<file path="config.mk">
export PLATFORM = sky130hd
export DESIGN_NAME = sgt_gateway
export DESIGN_NICKNAME = d
export VERILOG_FILES = /design/src/hdl/sgt_pkg.sv /design/src/hdl/sgt_fifo_if.sv /design/src/hdl/sgt_fifo.sv /design/src/hdl/sgt_gateway.sv
export SDC_FILE = /design/constraint.sdc
export NUM_CORES = 2
export LEC_CHECK = 0
export BUFFER_PORTS_ARGS = -buffer_cell sky130_fd_sc_hd__buf_2
export CAP_MARGIN = 0
export CORE_ASPECT_RATIO = 0.75
export CORE_MARGIN = 1.5
export CORE_UTILIZATION = 47
export DETAILED_ROUTE_END_ITERATION = 8
export SLEW_MARGIN = 10
export SYNTH_ARGS = -nofsm -noshare
export SYNTH_HDL_FRONTEND = slang
export SYNTH_SLANG_ARGS = --single-unit
export TNS_END_PERCENT = 20
</file>
<file path="constraint.sdc">
create_clock -name clk_i -period 11.7 [get_ports clk_i]
set_clock_uncertainty 0.1 [all_clocks]
set_input_delay 0.585 -clock clk_i [delete_from_list [all_inputs] [get_ports clk_i]]
set_output_delay 0.585 -clock clk_i [all_outputs]
set_load 0.05 [all_outputs]
</file>
<file path="src/hdl/sgt_pkg.sv">
/*
  Shared constants for the serial gateway toggle handshake block:
  control and status word field positions, sizes and init timing.
  Assumes nothing beyond a SystemVerilog compiler.
*/
package sgt_pkg;
  // ==========================================================
  // Process image sizes
  localparam int unsigned SLOTS        = 22;
  localparam int unsigned TX_DEPTH     = 128;
  localparam int unsigned RX_DEPTH     = 128;
  // ==========================================================
  // Control word fields
  localparam int unsigned CW_TX_REQ    = 0;
  localparam int unsigned CW_RX_ACC    = 1;
  localparam int unsigned CW_INIT      = 2;
  localparam int unsigned CW_CONT      = 3;
  localparam int unsigned CW_LEN_LSB   = 8;
  // ==========================================================
  // Status word fields
  localparam int unsigned SW_TX_ACC    = 0;
  localparam int unsigned SW_RX_REQ    = 1;
  localparam int unsigned SW_INIT_ACC  = 2;
  localparam int unsigned SW_BUF_FULL  = 3;
  localparam int unsigned SW_PAR_ERR   = 4;
  localparam int unsigned SW_FRM_ERR   = 5;
  localparam int unsigned SW_OVR_ERR   = 6;
  localparam int unsigned SW_LEN_LSB   = 8;
  // ==========================================================
  // Reset value and buffer-full level
  localparam logic [15:0] SW_RESET     = 16'h0000;
  localparam logic [7:0]  BUF_FULL_LVL = 8'h78;
  // ==========================================================
  // Init settle time, 100 MHz clock
  localparam int unsigned CLK_MHZ      = 100;
  localparam int unsigned INIT_NS      = 100;
  localparam int unsigned INIT_CYC     = (INIT_NS * CLK_MHZ + 999) / 1000;
endpackage : sgt_pkg

</file>
<file path="src/hdl/sgt_fifo_if.sv">
/*
  Byte stream carrier between the gateway and its FIFO.
  Assumes one clock for both ends.
*/
`timescale 1ns/100ps
interface sgt_fifo_if;
  logic       wr_valid;
  logic       wr_ready;
  logic [7:0] wr_data;
  logic       rd_valid;
  logic       rd_ready;
  logic [7:0] rd_data;
  logic       flush;
  logic [7:0] level;
  modport owner (output wr_valid, output wr_data, input wr_ready,
                 output rd_ready, input rd_valid, input rd_data,
                 output flush, input level);
  modport fifo  (input wr_valid, input wr_data, output wr_ready,
                 input rd_ready, output rd_valid, output rd_data,
                 input flush, output level);
endinterface : sgt_fifo_if

</file>
<file path="src/hdl/sgt_fifo.sv">
/*
  Byte FIFO with flush, used for the send and receive buffers.
  Assumes a single clock and an asynchronous active-high reset.
*/
`timescale 1ns/100ps
module sgt_fifo #(
  parameter int unsigned DEPTH = 128
) (
  input  wire logic clk_i,
  input  wire logic sys_rst_i,
  sgt_fifo_if.fifo  f
);
  localparam int unsigned AW = $clog2(DEPTH);
  logic [7:0]  mem [DEPTH];
  logic [AW:0] wp, rp, next_wp, next_rp;
  logic        full, empty;

  assign full       = (wp[AW] != rp[AW]) && (wp[AW-1:0] == rp[AW-1:0]);
  assign empty      = (wp == rp);
  assign f.wr_ready = !full;
  assign f.rd_valid = !empty;
  assign f.rd_data  = mem[rp[AW-1:0]];
  assign f.level    = 8'(wp - rp);

  always_comb begin
    next_wp = wp;
    next_rp = rp;
    if (f.flush) begin
      next_wp = '0;
      next_rp = '0;
    end else begin
      if (f.wr_valid && !full) next_wp = wp + 1'b1;
      if (f.rd_ready && !empty) next_rp = rp + 1'b1;
    end
  end

  always_ff @(posedge clk_i or posedge sys_rst_i) begin
    if (sys_rst_i) begin
      wp <= '0;
      rp <= '0;
    end else begin
      wp <= next_wp;
      rp <= next_rp;
    end
  end

  always_ff @(posedge clk_i) begin
    if (f.wr_valid && !full && !f.flush) mem[wp[AW-1:0]] <= f.wr_data;
  end
endmodule // sgt_fifo

</file>
<file path="src/hdl/sgt_gateway.sv">
/*
  Device side of the cyclic process-data handshake of a serial gateway.
  Assumes the process image words arrive once per controller cycle on
  the clock of this block; the serial line side is a byte stream with
  error flags from a separate framer, already on this clock.
*/
// Operation
// Controller puts tx count 1..22 in upper byte
// Controller toggles bit 0 when tx bytes valid
// Device takes bytes, toggles tx-accepted status bit; code misses a bit 0 toggle made during load or send
// Controller waits for tx-accepted before next block
// Controller toggles bit 1 after taking rx bytes
// No new rx block before rx-accepted toggle
// Init request blocks traffic, resets pointers, reloads
// Status bit 2 reports init done
// Controller clears init request to resume
// Rising bit 3 sends whole transmit buffer
// Status bit 2 marks send done, bit 3 clears
// Slot 0 is sent first
// Slot 0 holds earliest received byte
// Toggle status bit 1 when rx bytes valid
// Upper status byte reports rx count 1..22
// Line errors set flags, character discarded
// Toggle seen by compare with previous sample
`timescale 1ns/100ps
module sgt_gateway #(
  parameter int unsigned SLOTS = sgt_pkg::SLOTS
) (
  input  wire logic                 clk_i,
  input  wire logic                 sys_rst_i,
  input  wire logic [15:0]          ctrl_word_i,
  input  wire logic [SLOTS*8-1:0]   data_out_i,
  input  wire logic                 cont_mode_i,
  output logic      [15:0]          status_word_o,
  output logic      [SLOTS*8-1:0]   data_in_o,
  output logic                      ser_tx_valid_o,
  output logic      [7:0]           ser_tx_data_o,
  input  wire logic                 ser_tx_ready_i,
  input  wire logic                 ser_rx_valid_i,
  input  wire logic [7:0]           ser_rx_data_i,
  input  wire logic                 ser_rx_par_err_i,
  input  wire logic                 ser_rx_frm_err_i,
  output logic                      line_reload_o
);
  // ==========================================================
  // State
  typedef enum logic [3:0] {
    SGT_RUN  = 4'b0001,
    SGT_INIT = 4'b0010,
    SGT_LOAD = 4'b0100,
    SGT_SEND = 4'b1000
  } sgt_state_t;

  sgt_state_t  state, next_state;
  logic [15:0] ctrl_q, next_ctrl_q;
  logic [15:0] status, next_status;
  logic [SLOTS*8-1:0] din, next_din;
  logic [7:0]  idx, next_idx;
  logic [7:0]  len, next_len;
  logic [7:0]  rx_cnt, next_rx_cnt;
  logic        rx_pending, next_rx_pending;
  logic [7:0]  settle, next_settle;
  logic        tx_valid, next_tx_valid;
  logic [7:0]  tx_data, next_tx_data;
  logic        reload, next_reload;

  sgt_fifo_if txf ();
  sgt_fifo_if rxf ();

  sgt_fifo #(.DEPTH(sgt_pkg::TX_DEPTH)) u_txf (
    .clk_i     (clk_i),
    .sys_rst_i (sys_rst_i),
    .f         (txf)
  );
  sgt_fifo #(.DEPTH(sgt_pkg::RX_DEPTH)) u_rxf (
    .clk_i     (clk_i),
    .sys_rst_i (sys_rst_i),
    .f         (rxf)
  );

  function automatic logic [7:0] slot(input logic [SLOTS*8-1:0] v,
                                      input logic [7:0] i);
    slot = v[i*8 +: 8];
  endfunction

  // ==========================================================
  // Edge detection on the control word
  logic tx_req_tgl, rx_acc_tgl, cont_rise, init_req;
  assign tx_req_tgl = ctrl_word_i[sgt_pkg::CW_TX_REQ] !=
                      ctrl_q[sgt_pkg::CW_TX_REQ];
  assign rx_acc_tgl = ctrl_word_i[sgt_pkg::CW_RX_ACC] !=
                      ctrl_q[sgt_pkg::CW_RX_ACC];
  assign cont_rise  = ctrl_word_i[sgt_pkg::CW_CONT] &&
                      !ctrl_q[sgt_pkg::CW_CONT];
  assign init_req   = ctrl_word_i[sgt_pkg::CW_INIT];
  logic [7:0] req_len;
  assign req_len = ctrl_word_i[sgt_pkg::CW_LEN_LSB +: 8];
  logic overrun;
  assign overrun = ser_rx_valid_i && !rxf.wr_ready;

  // Serial receive into FIFO; bad characters dropped
  assign rxf.wr_valid = ser_rx_valid_i && !ser_rx_par_err_i &&
                        !ser_rx_frm_err_i && state != SGT_INIT;
  assign rxf.wr_data  = ser_rx_data_i;
  assign rxf.flush    = init_req;
  assign txf.flush    = init_req;
  assign txf.wr_valid = state == SGT_LOAD && idx != len;
  assign txf.wr_data  = slot(data_out_i, idx);
  // Drain to line in send state, refill rx block while idle
  assign txf.rd_ready = state == SGT_SEND && (!tx_valid || ser_tx_ready_i);
  assign rxf.rd_ready = state == SGT_RUN && !rx_pending &&
                        rx_cnt < 8'(SLOTS) && !init_req;

  // ==========================================================
  // Next state
  always_comb begin
    next_state      = state;
    next_ctrl_q     = ctrl_word_i;
    next_status     = status;
    next_din        = din;
    next_idx        = idx;
    next_len        = len;
    next_rx_cnt     = rx_cnt;
    next_rx_pending = rx_pending;
    next_settle     = settle;
    next_tx_valid   = tx_valid && !ser_tx_ready_i;
    next_tx_data    = tx_data;
    next_reload     = 1'b0;
    // Error flags are sticky; cleared only by init, where the clear wins over a set
    if (ser_rx_valid_i && ser_rx_par_err_i)
      next_status[sgt_pkg::SW_PAR_ERR] = 1'b1;
    if (ser_rx_valid_i && ser_rx_frm_err_i)
      next_status[sgt_pkg::SW_FRM_ERR] = 1'b1;
    if (overrun) next_status[sgt_pkg::SW_OVR_ERR] = 1'b1;
    next_status[sgt_pkg::SW_BUF_FULL] = rxf.level >= sgt_pkg::BUF_FULL_LVL;
    if (txf.rd_ready && txf.rd_valid) begin
      next_tx_valid = 1'b1;
      next_tx_data  = txf.rd_data;
    end
    if (rx_acc_tgl) next_rx_pending = 1'b0;
    case (state)
      SGT_RUN: begin
        if (rxf.rd_ready && rxf.rd_valid) begin
          next_din[rx_cnt*8 +: 8] = rxf.rd_data;
          next_rx_cnt = rx_cnt + 8'h01;
        end else if (!rx_pending && rx_cnt != 8'h00 && !rx_acc_tgl) begin
          next_status[sgt_pkg::SW_LEN_LSB +: 8] = rx_cnt;
          next_status[sgt_pkg::SW_RX_REQ] =
            !status[sgt_pkg::SW_RX_REQ];
          next_rx_pending = 1'b1;
          next_rx_cnt = 8'h00;
        end
        if (cont_rise && !cont_mode_i) begin
          next_status[sgt_pkg::SW_INIT_ACC] = 1'b0;
        end
        if (!ctrl_word_i[sgt_pkg::CW_CONT] && cont_mode_i)
          next_status[sgt_pkg::SW_INIT_ACC] = 1'b0;
        if (init_req) begin
          next_state  = SGT_INIT;
          next_settle = 8'(sgt_pkg::INIT_CYC);
          next_reload = 1'b1;
        end else if (cont_mode_i && cont_rise) begin
          next_state = SGT_SEND;
        end else if (tx_req_tgl) begin
          next_idx = 8'h00;
          next_len = (req_len > 8'(SLOTS)) ? 8'(SLOTS) : req_len;
          next_state = SGT_LOAD;
        end
      end
      SGT_LOAD: begin
        if (idx == len || !txf.wr_ready) begin
          next_status[sgt_pkg::SW_TX_ACC] =
            !status[sgt_pkg::SW_TX_ACC];
          next_state = cont_mode_i ? SGT_RUN : SGT_SEND;
        end else begin
          next_idx = idx + 8'h01;
        end
      end
      SGT_SEND: begin
        if (!txf.rd_valid && !tx_valid) begin
          if (cont_mode_i)
            next_status[sgt_pkg::SW_INIT_ACC] = 1'b1;
          next_state = SGT_RUN;
        end
      end
      SGT_INIT: begin
        next_rx_cnt     = 8'h00;
        next_rx_pending = 1'b0;
        next_tx_valid   = 1'b0;
        next_status[sgt_pkg::SW_PAR_ERR] = 1'b0;
        next_status[sgt_pkg::SW_FRM_ERR] = 1'b0;
        next_status[sgt_pkg::SW_OVR_ERR] = 1'b0;
        if (settle != 8'h00) next_settle = settle - 8'h01;
        else next_status[sgt_pkg::SW_INIT_ACC] = 1'b1;
        if (!init_req) begin
          next_status[sgt_pkg::SW_INIT_ACC] = 1'b0;
          next_state = SGT_RUN;
        end
      end
      default: next_state = SGT_RUN;
    endcase
    // Init preempts load and send at once
    if (init_req && state != SGT_INIT) begin
      next_state  = SGT_INIT;
      next_settle = 8'(sgt_pkg::INIT_CYC);
      next_reload = 1'b1;
    end
  end

  always_ff @(posedge clk_i or posedge sys_rst_i) begin
    if (sys_rst_i) begin
      state      <= SGT_RUN;
      ctrl_q     <= 16'h0000;
      status     <= sgt_pkg::SW_RESET;
      din        <= '0;
      idx        <= 8'h00;
      len        <= 8'h00;
      rx_cnt     <= 8'h00;
      rx_pending <= 1'b0;
      settle     <= 8'h00;
      tx_valid   <= 1'b0;
      tx_data    <= 8'h00;
      reload     <= 1'b0;
    end else begin
      state      <= next_state;
      ctrl_q     <= next_ctrl_q;
      status     <= next_status;
      din        <= next_din;
      idx        <= next_idx;
      len        <= next_len;
      rx_cnt     <= next_rx_cnt;
      rx_pending <= next_rx_pending;
      settle     <= next_settle;
      tx_valid   <= next_tx_valid;
      tx_data    <= next_tx_data;
      reload     <= next_reload;
    end
  end

  assign status_word_o  = status;
  assign data_in_o      = din;
  assign ser_tx_valid_o = tx_valid;
  assign ser_tx_data_o  = tx_data;
  assign line_reload_o  = reload;
endmodule // sgt_gateway

</file>
==> flow_summary.rst <==
.. list-table::
   :header-rows: 1

   * - Metric
     - Value
   * - Overflow left after global routing
     - 0
   * - Leading post-synthesis cells by instance count
     - edfxtp_1, mux4_2, nor2_1
   * - DP HPWL
     - 143,600 microns
   * - RSZ-0062 raised after global routing
     - no
   * - TritonCTS clock tree
     - done
   * - Sequence of cells on the critical path
     - buf_4 > buf_4 > buf_4 > mux4_2 > a211oi_1 > o21ai_0 > a31oi_1 > nor2_2 > buf_4 > mux2_2
   * - Mean post-synth cell area
     - around 19 sq um
   * - Setup TNS Final
     - 0 ps
   * - DIE AREA
     - 199,900 sq um
   * - Worst hold margin
     - between 70 and 80 ps
   * - Initial antenna violation count
     - 8
   * - Outcome
     - finished, final reports clean
   * - Startpoint class of the critical path
     - flop
   * - Net Count, Synth
     - 5,107
   * - WS Path Type
     - flop to flop
   * - Count of yosys warnings during synthesis
     - 0
   * - Overall track demand over capacity in global routing
     - 0.2315
   * - Cell with the most instances after synthesis
     - edfxtp_1
   * - Top_reg_cell synth
     - edfxtp_1
   * - CP dominant cell by count
     - buf_4
   * - Signal arrival time at the worst endpoint
     - 5940 ps
   * - Clk sink count
     - approximately 2,300
   * - Share of the clock period used by the worst path after layout
     - 0.4563
   * - Startpoint of the worst register-to-register path
     - u_rxf.rp[1]$_DFFE_PP0P_
   * - Layout area overhead
     - 13.09%
   * - Worst-Skew Late Latency
     - 830 ps
   * - Placed Instance Area
     - 97,630 sq um
   * - Worst-case vdd ir drop
     - between 150 and 200 uV
   * - Cell at the slowest stage of the critical path
     - dfrtp_4
   * - R2r worst-path depth
     - 10
   * - Floorplan die height
     - 387.6 microns
   * - Worst reg2reg path endpoint
     - data_in_o[170]$_DFFE_PP0P_
   * - Final worst slack
     - about 6400 ps
   * - Register clock-pin slew on the reported worst setup and hold paths
     - ~60 ps
   * - Number of H-tree levels
     - 4
   * - Number of DRC violations after detailed routing
     - 0
   * - P_leak
     - 0.03479 uW
   * - Iteration count of the initial detailed-routing pass
     - 5
   * - Total met2 wirelength after detailed routing
     - 100,500 microns
   * - Worst-path maximum fanout
     - 42
   * - Post-synth EDFFs
     - 2,048
   * - Detailed router's first-iteration violation count
     - 5,675
   * - Relative slew slack
     - 0.1941
   * - Wire length of the first global-routing pass
     - roughly 340,000 microns
   * - Clock Tree Buf Depth
     - 3
   * - Async SR Flop Fraction
     - 0.1176
   * - Final Slew Violations
     - 0
   * - Type of the most critical hold path
     - input port to flop
   * - Max Freq
     - 187.3 MHz
   * - Top layer reached by signal wires
     - met4
   * - Routed wl met3
     - 23,170 microns
   * - Wl on met1
     - 103,700 microns
   * - Sequential fraction of the synthesis area
     - 0.7372
   * - Hold Path Stages
     - 4
   * - Post-layout instance area
     - 104,800 sq um
   * - Largest net degree at the start of global routing
     - around 100
   * - Share of the synthesized area in the top cell type
     - 0.6635
   * - Post-Layout Cell Count
     - 8,161
   * - Maximum single-stage delay on the critical path
     - 670 ps
   * - Ratio of cells with drive above 1 in the final layout
     - 0.2808
   * - Area of the core
     - 195,000 sq um
   * - Starting density of the core
     - 0.4754
   * - P per Cell Area
     - roughly 180 nW/um^2
   * - Routed Wire Length
     - around 230,000 microns
   * - Port Buffers
     - ~400
   * - Critical path data required time
     - between 10,000 and 15,000 ps
   * - Cell at the root of the clock tree
     - clkbuf_16
   * - Final setup vio count
     - 0
   * - Dpl ws
     - roughly 6500 ps
   * - Antenna-violating nets left
     - 0
   * - Endpoint kind of the worst setup timing path
     - flop
   * - Detail-routed via count per cell
     - 5.954
   * - I/O pin count
     - 409
   * - Number of instances in the synthesized netlist
     - about 4,900
   * - Number of rows in the core area
     - 140
   * - Capture endpoint of the worst hold path
     - len[2]$_DFFE_PP0P_
   * - Post-synth top area cell
     - edfxtp_1
   * - Hold Fails Final Rpt
     - 0
   * - Via count of the first global-routing pass
     - 47,890
   * - Number of buffers created by CTS
     - around 220
   * - Transition time of the tightest slew-check pin
     - 1206 ps
   * - Internal reg-to-reg setup slack
     - between 6000 and 7000 ps
   * - Final worst path period need
     - about 5300 ps
   * - Total of flip-flops plus latches after synthesis
     - 2,321
   * - Horiz. Die Dim
     - approximately 520 microns
   * - Hold Startpoint
     - ctrl_word_i[13]
   * - Main area contributors after synthesis
     - edfxtp_1, mux4_2, dfrtp_1
   * - Count of distinct cell types in the synthesized netlist
     - 75
   * - Nets@finish
     - around 5,600
   * - Total vias in the final route
     - 48,590
   * - Final estimated routing congestion in global placement
     - 0.8743
   * - Wire per inst
     - 28.46 microns
   * - Number of max-cap violations
     - 0
   * - Instance count after placement with tap cells included
     - 7,728
   * - Number of post-CTS setup repair buffers
     - 0
   * - Combined area of all synthesized cells
     - around 90,000 sq um
==> worst max-delay path, delay by kind of cell (launching register included) <==
| kind | cells | cell delay [ps] |
|---|---|---|
| buffers and inverters | 4 | 2100 |
| AO/OA/AOI/OAI | 3 | 1370 |
| multiplexers | 2 | 730 |
| flip-flops | 1 | 670 |
| AND/OR/NAND/NOR | 1 | 50 |
==> state kept, by name, summed over array words and instances, names as in the netlist, 15 cells and up <==
name	cells
data_in_o	176
status_word_o	15
u_rxf.mem	1024
u_txf.mem	1024
==> final cells by class <==
cell class                      instances  area (sq um)
Multi-Input combinational cell       2252         23020
Antenna cell                            3         7.507
Clock buffer                          291          6000
Fill cell                           15330         90150
Tap cell                             2627          3287
Inverter                               25         103.9
Clock inverter                        121         996.0
Sequential cell                      2321         68360
Timing Repair Buffer                  521          3038
==> routing by layer <==
layer | global-route usage | vias to the layer above
li1 | - | 20620
met1 | 0.3565 | 25480
met2 | 0.3299 | 2179
met3 | 0.06009 | 312
met4 | 0.05303 | 0
met5 | 0 | -
==> cell usage in the layout, fill, tap and decap left out, drive strengths merged, types with 38 or more instances in the layout <==
cell type,instances
nor3,42
clkinv,92
nor2b,48
edfxtp,2048
clkbuf,291
mux4,483
dfrtp,272
a21oi,74
nand2,223
o22ai,38
mux2i,247
nand3,39
o21ai,82
nor2,381
mux2,206
buf,503
==> power breakdown <==
group,switching [uW],internal [uW]
registers,23.4,9870
clock network,3070,3900
logic,1220,283
==> per-stage QoR <==
step | utilization | total power (uW)
final | 0.5376 | 18370
after global routing | 0.5376 | 18930
after CTS | 0.5376 | 18510
after detailed placement | 0.5008 | 11600
after global placement | 0.5007 | 11520
after floorplan | - | 10970
==> repair_timing <==
action | CTS | global route
gates resized for setup | 0 | 0
hold endpoints to repair | 96 | 0
hold buffers | 18 | 0
==> cells by family after synthesis <==
kind of cell,Yosys count,share of synthesized area
AO/OA/AOI/OAI,404,0.02966
XOR/XNOR,59,0.005575
adder cells (fa/ha/maj),17,0.002295
buffers and inverters,310,0.01639
flip-flops,2321,0.7372
multiplexers,936,0.1691
other,1,0.00004046
AND/OR/NAND/NOR,835,0.03973
==> worst max path at each step <==
stage | startpoint | endpoint | cells after the start
global route | u_rxf.rp[1]$_DFFE_PP0P_ | data_in_o[2]$_DFFE_PP0P_ | 10
floorplan | idx[0]$_DFFE_PP0P_ | u_txf.mem[0][0]$_DFFE_PP_ | 9
CTS | u_rxf.rp[1]$_DFFE_PP0P_ | data_in_o[10]$_DFFE_PP0P_ | 11
finish | u_rxf.rp[1]$_DFFE_PP0P_ | data_in_o[170]$_DFFE_PP0P_ | 10
detailed placement | u_rxf.rp[1]$_DFFE_PP0P_ | data_in_o[10]$_DFFE_PP0P_ | 11
global placement | u_rxf.rp[1]$_DFFE_PP0P_ | data_in_o[170]$_DFFE_PP0P_ | 10
Note: power is estimated with default switching activity, not from simulation.
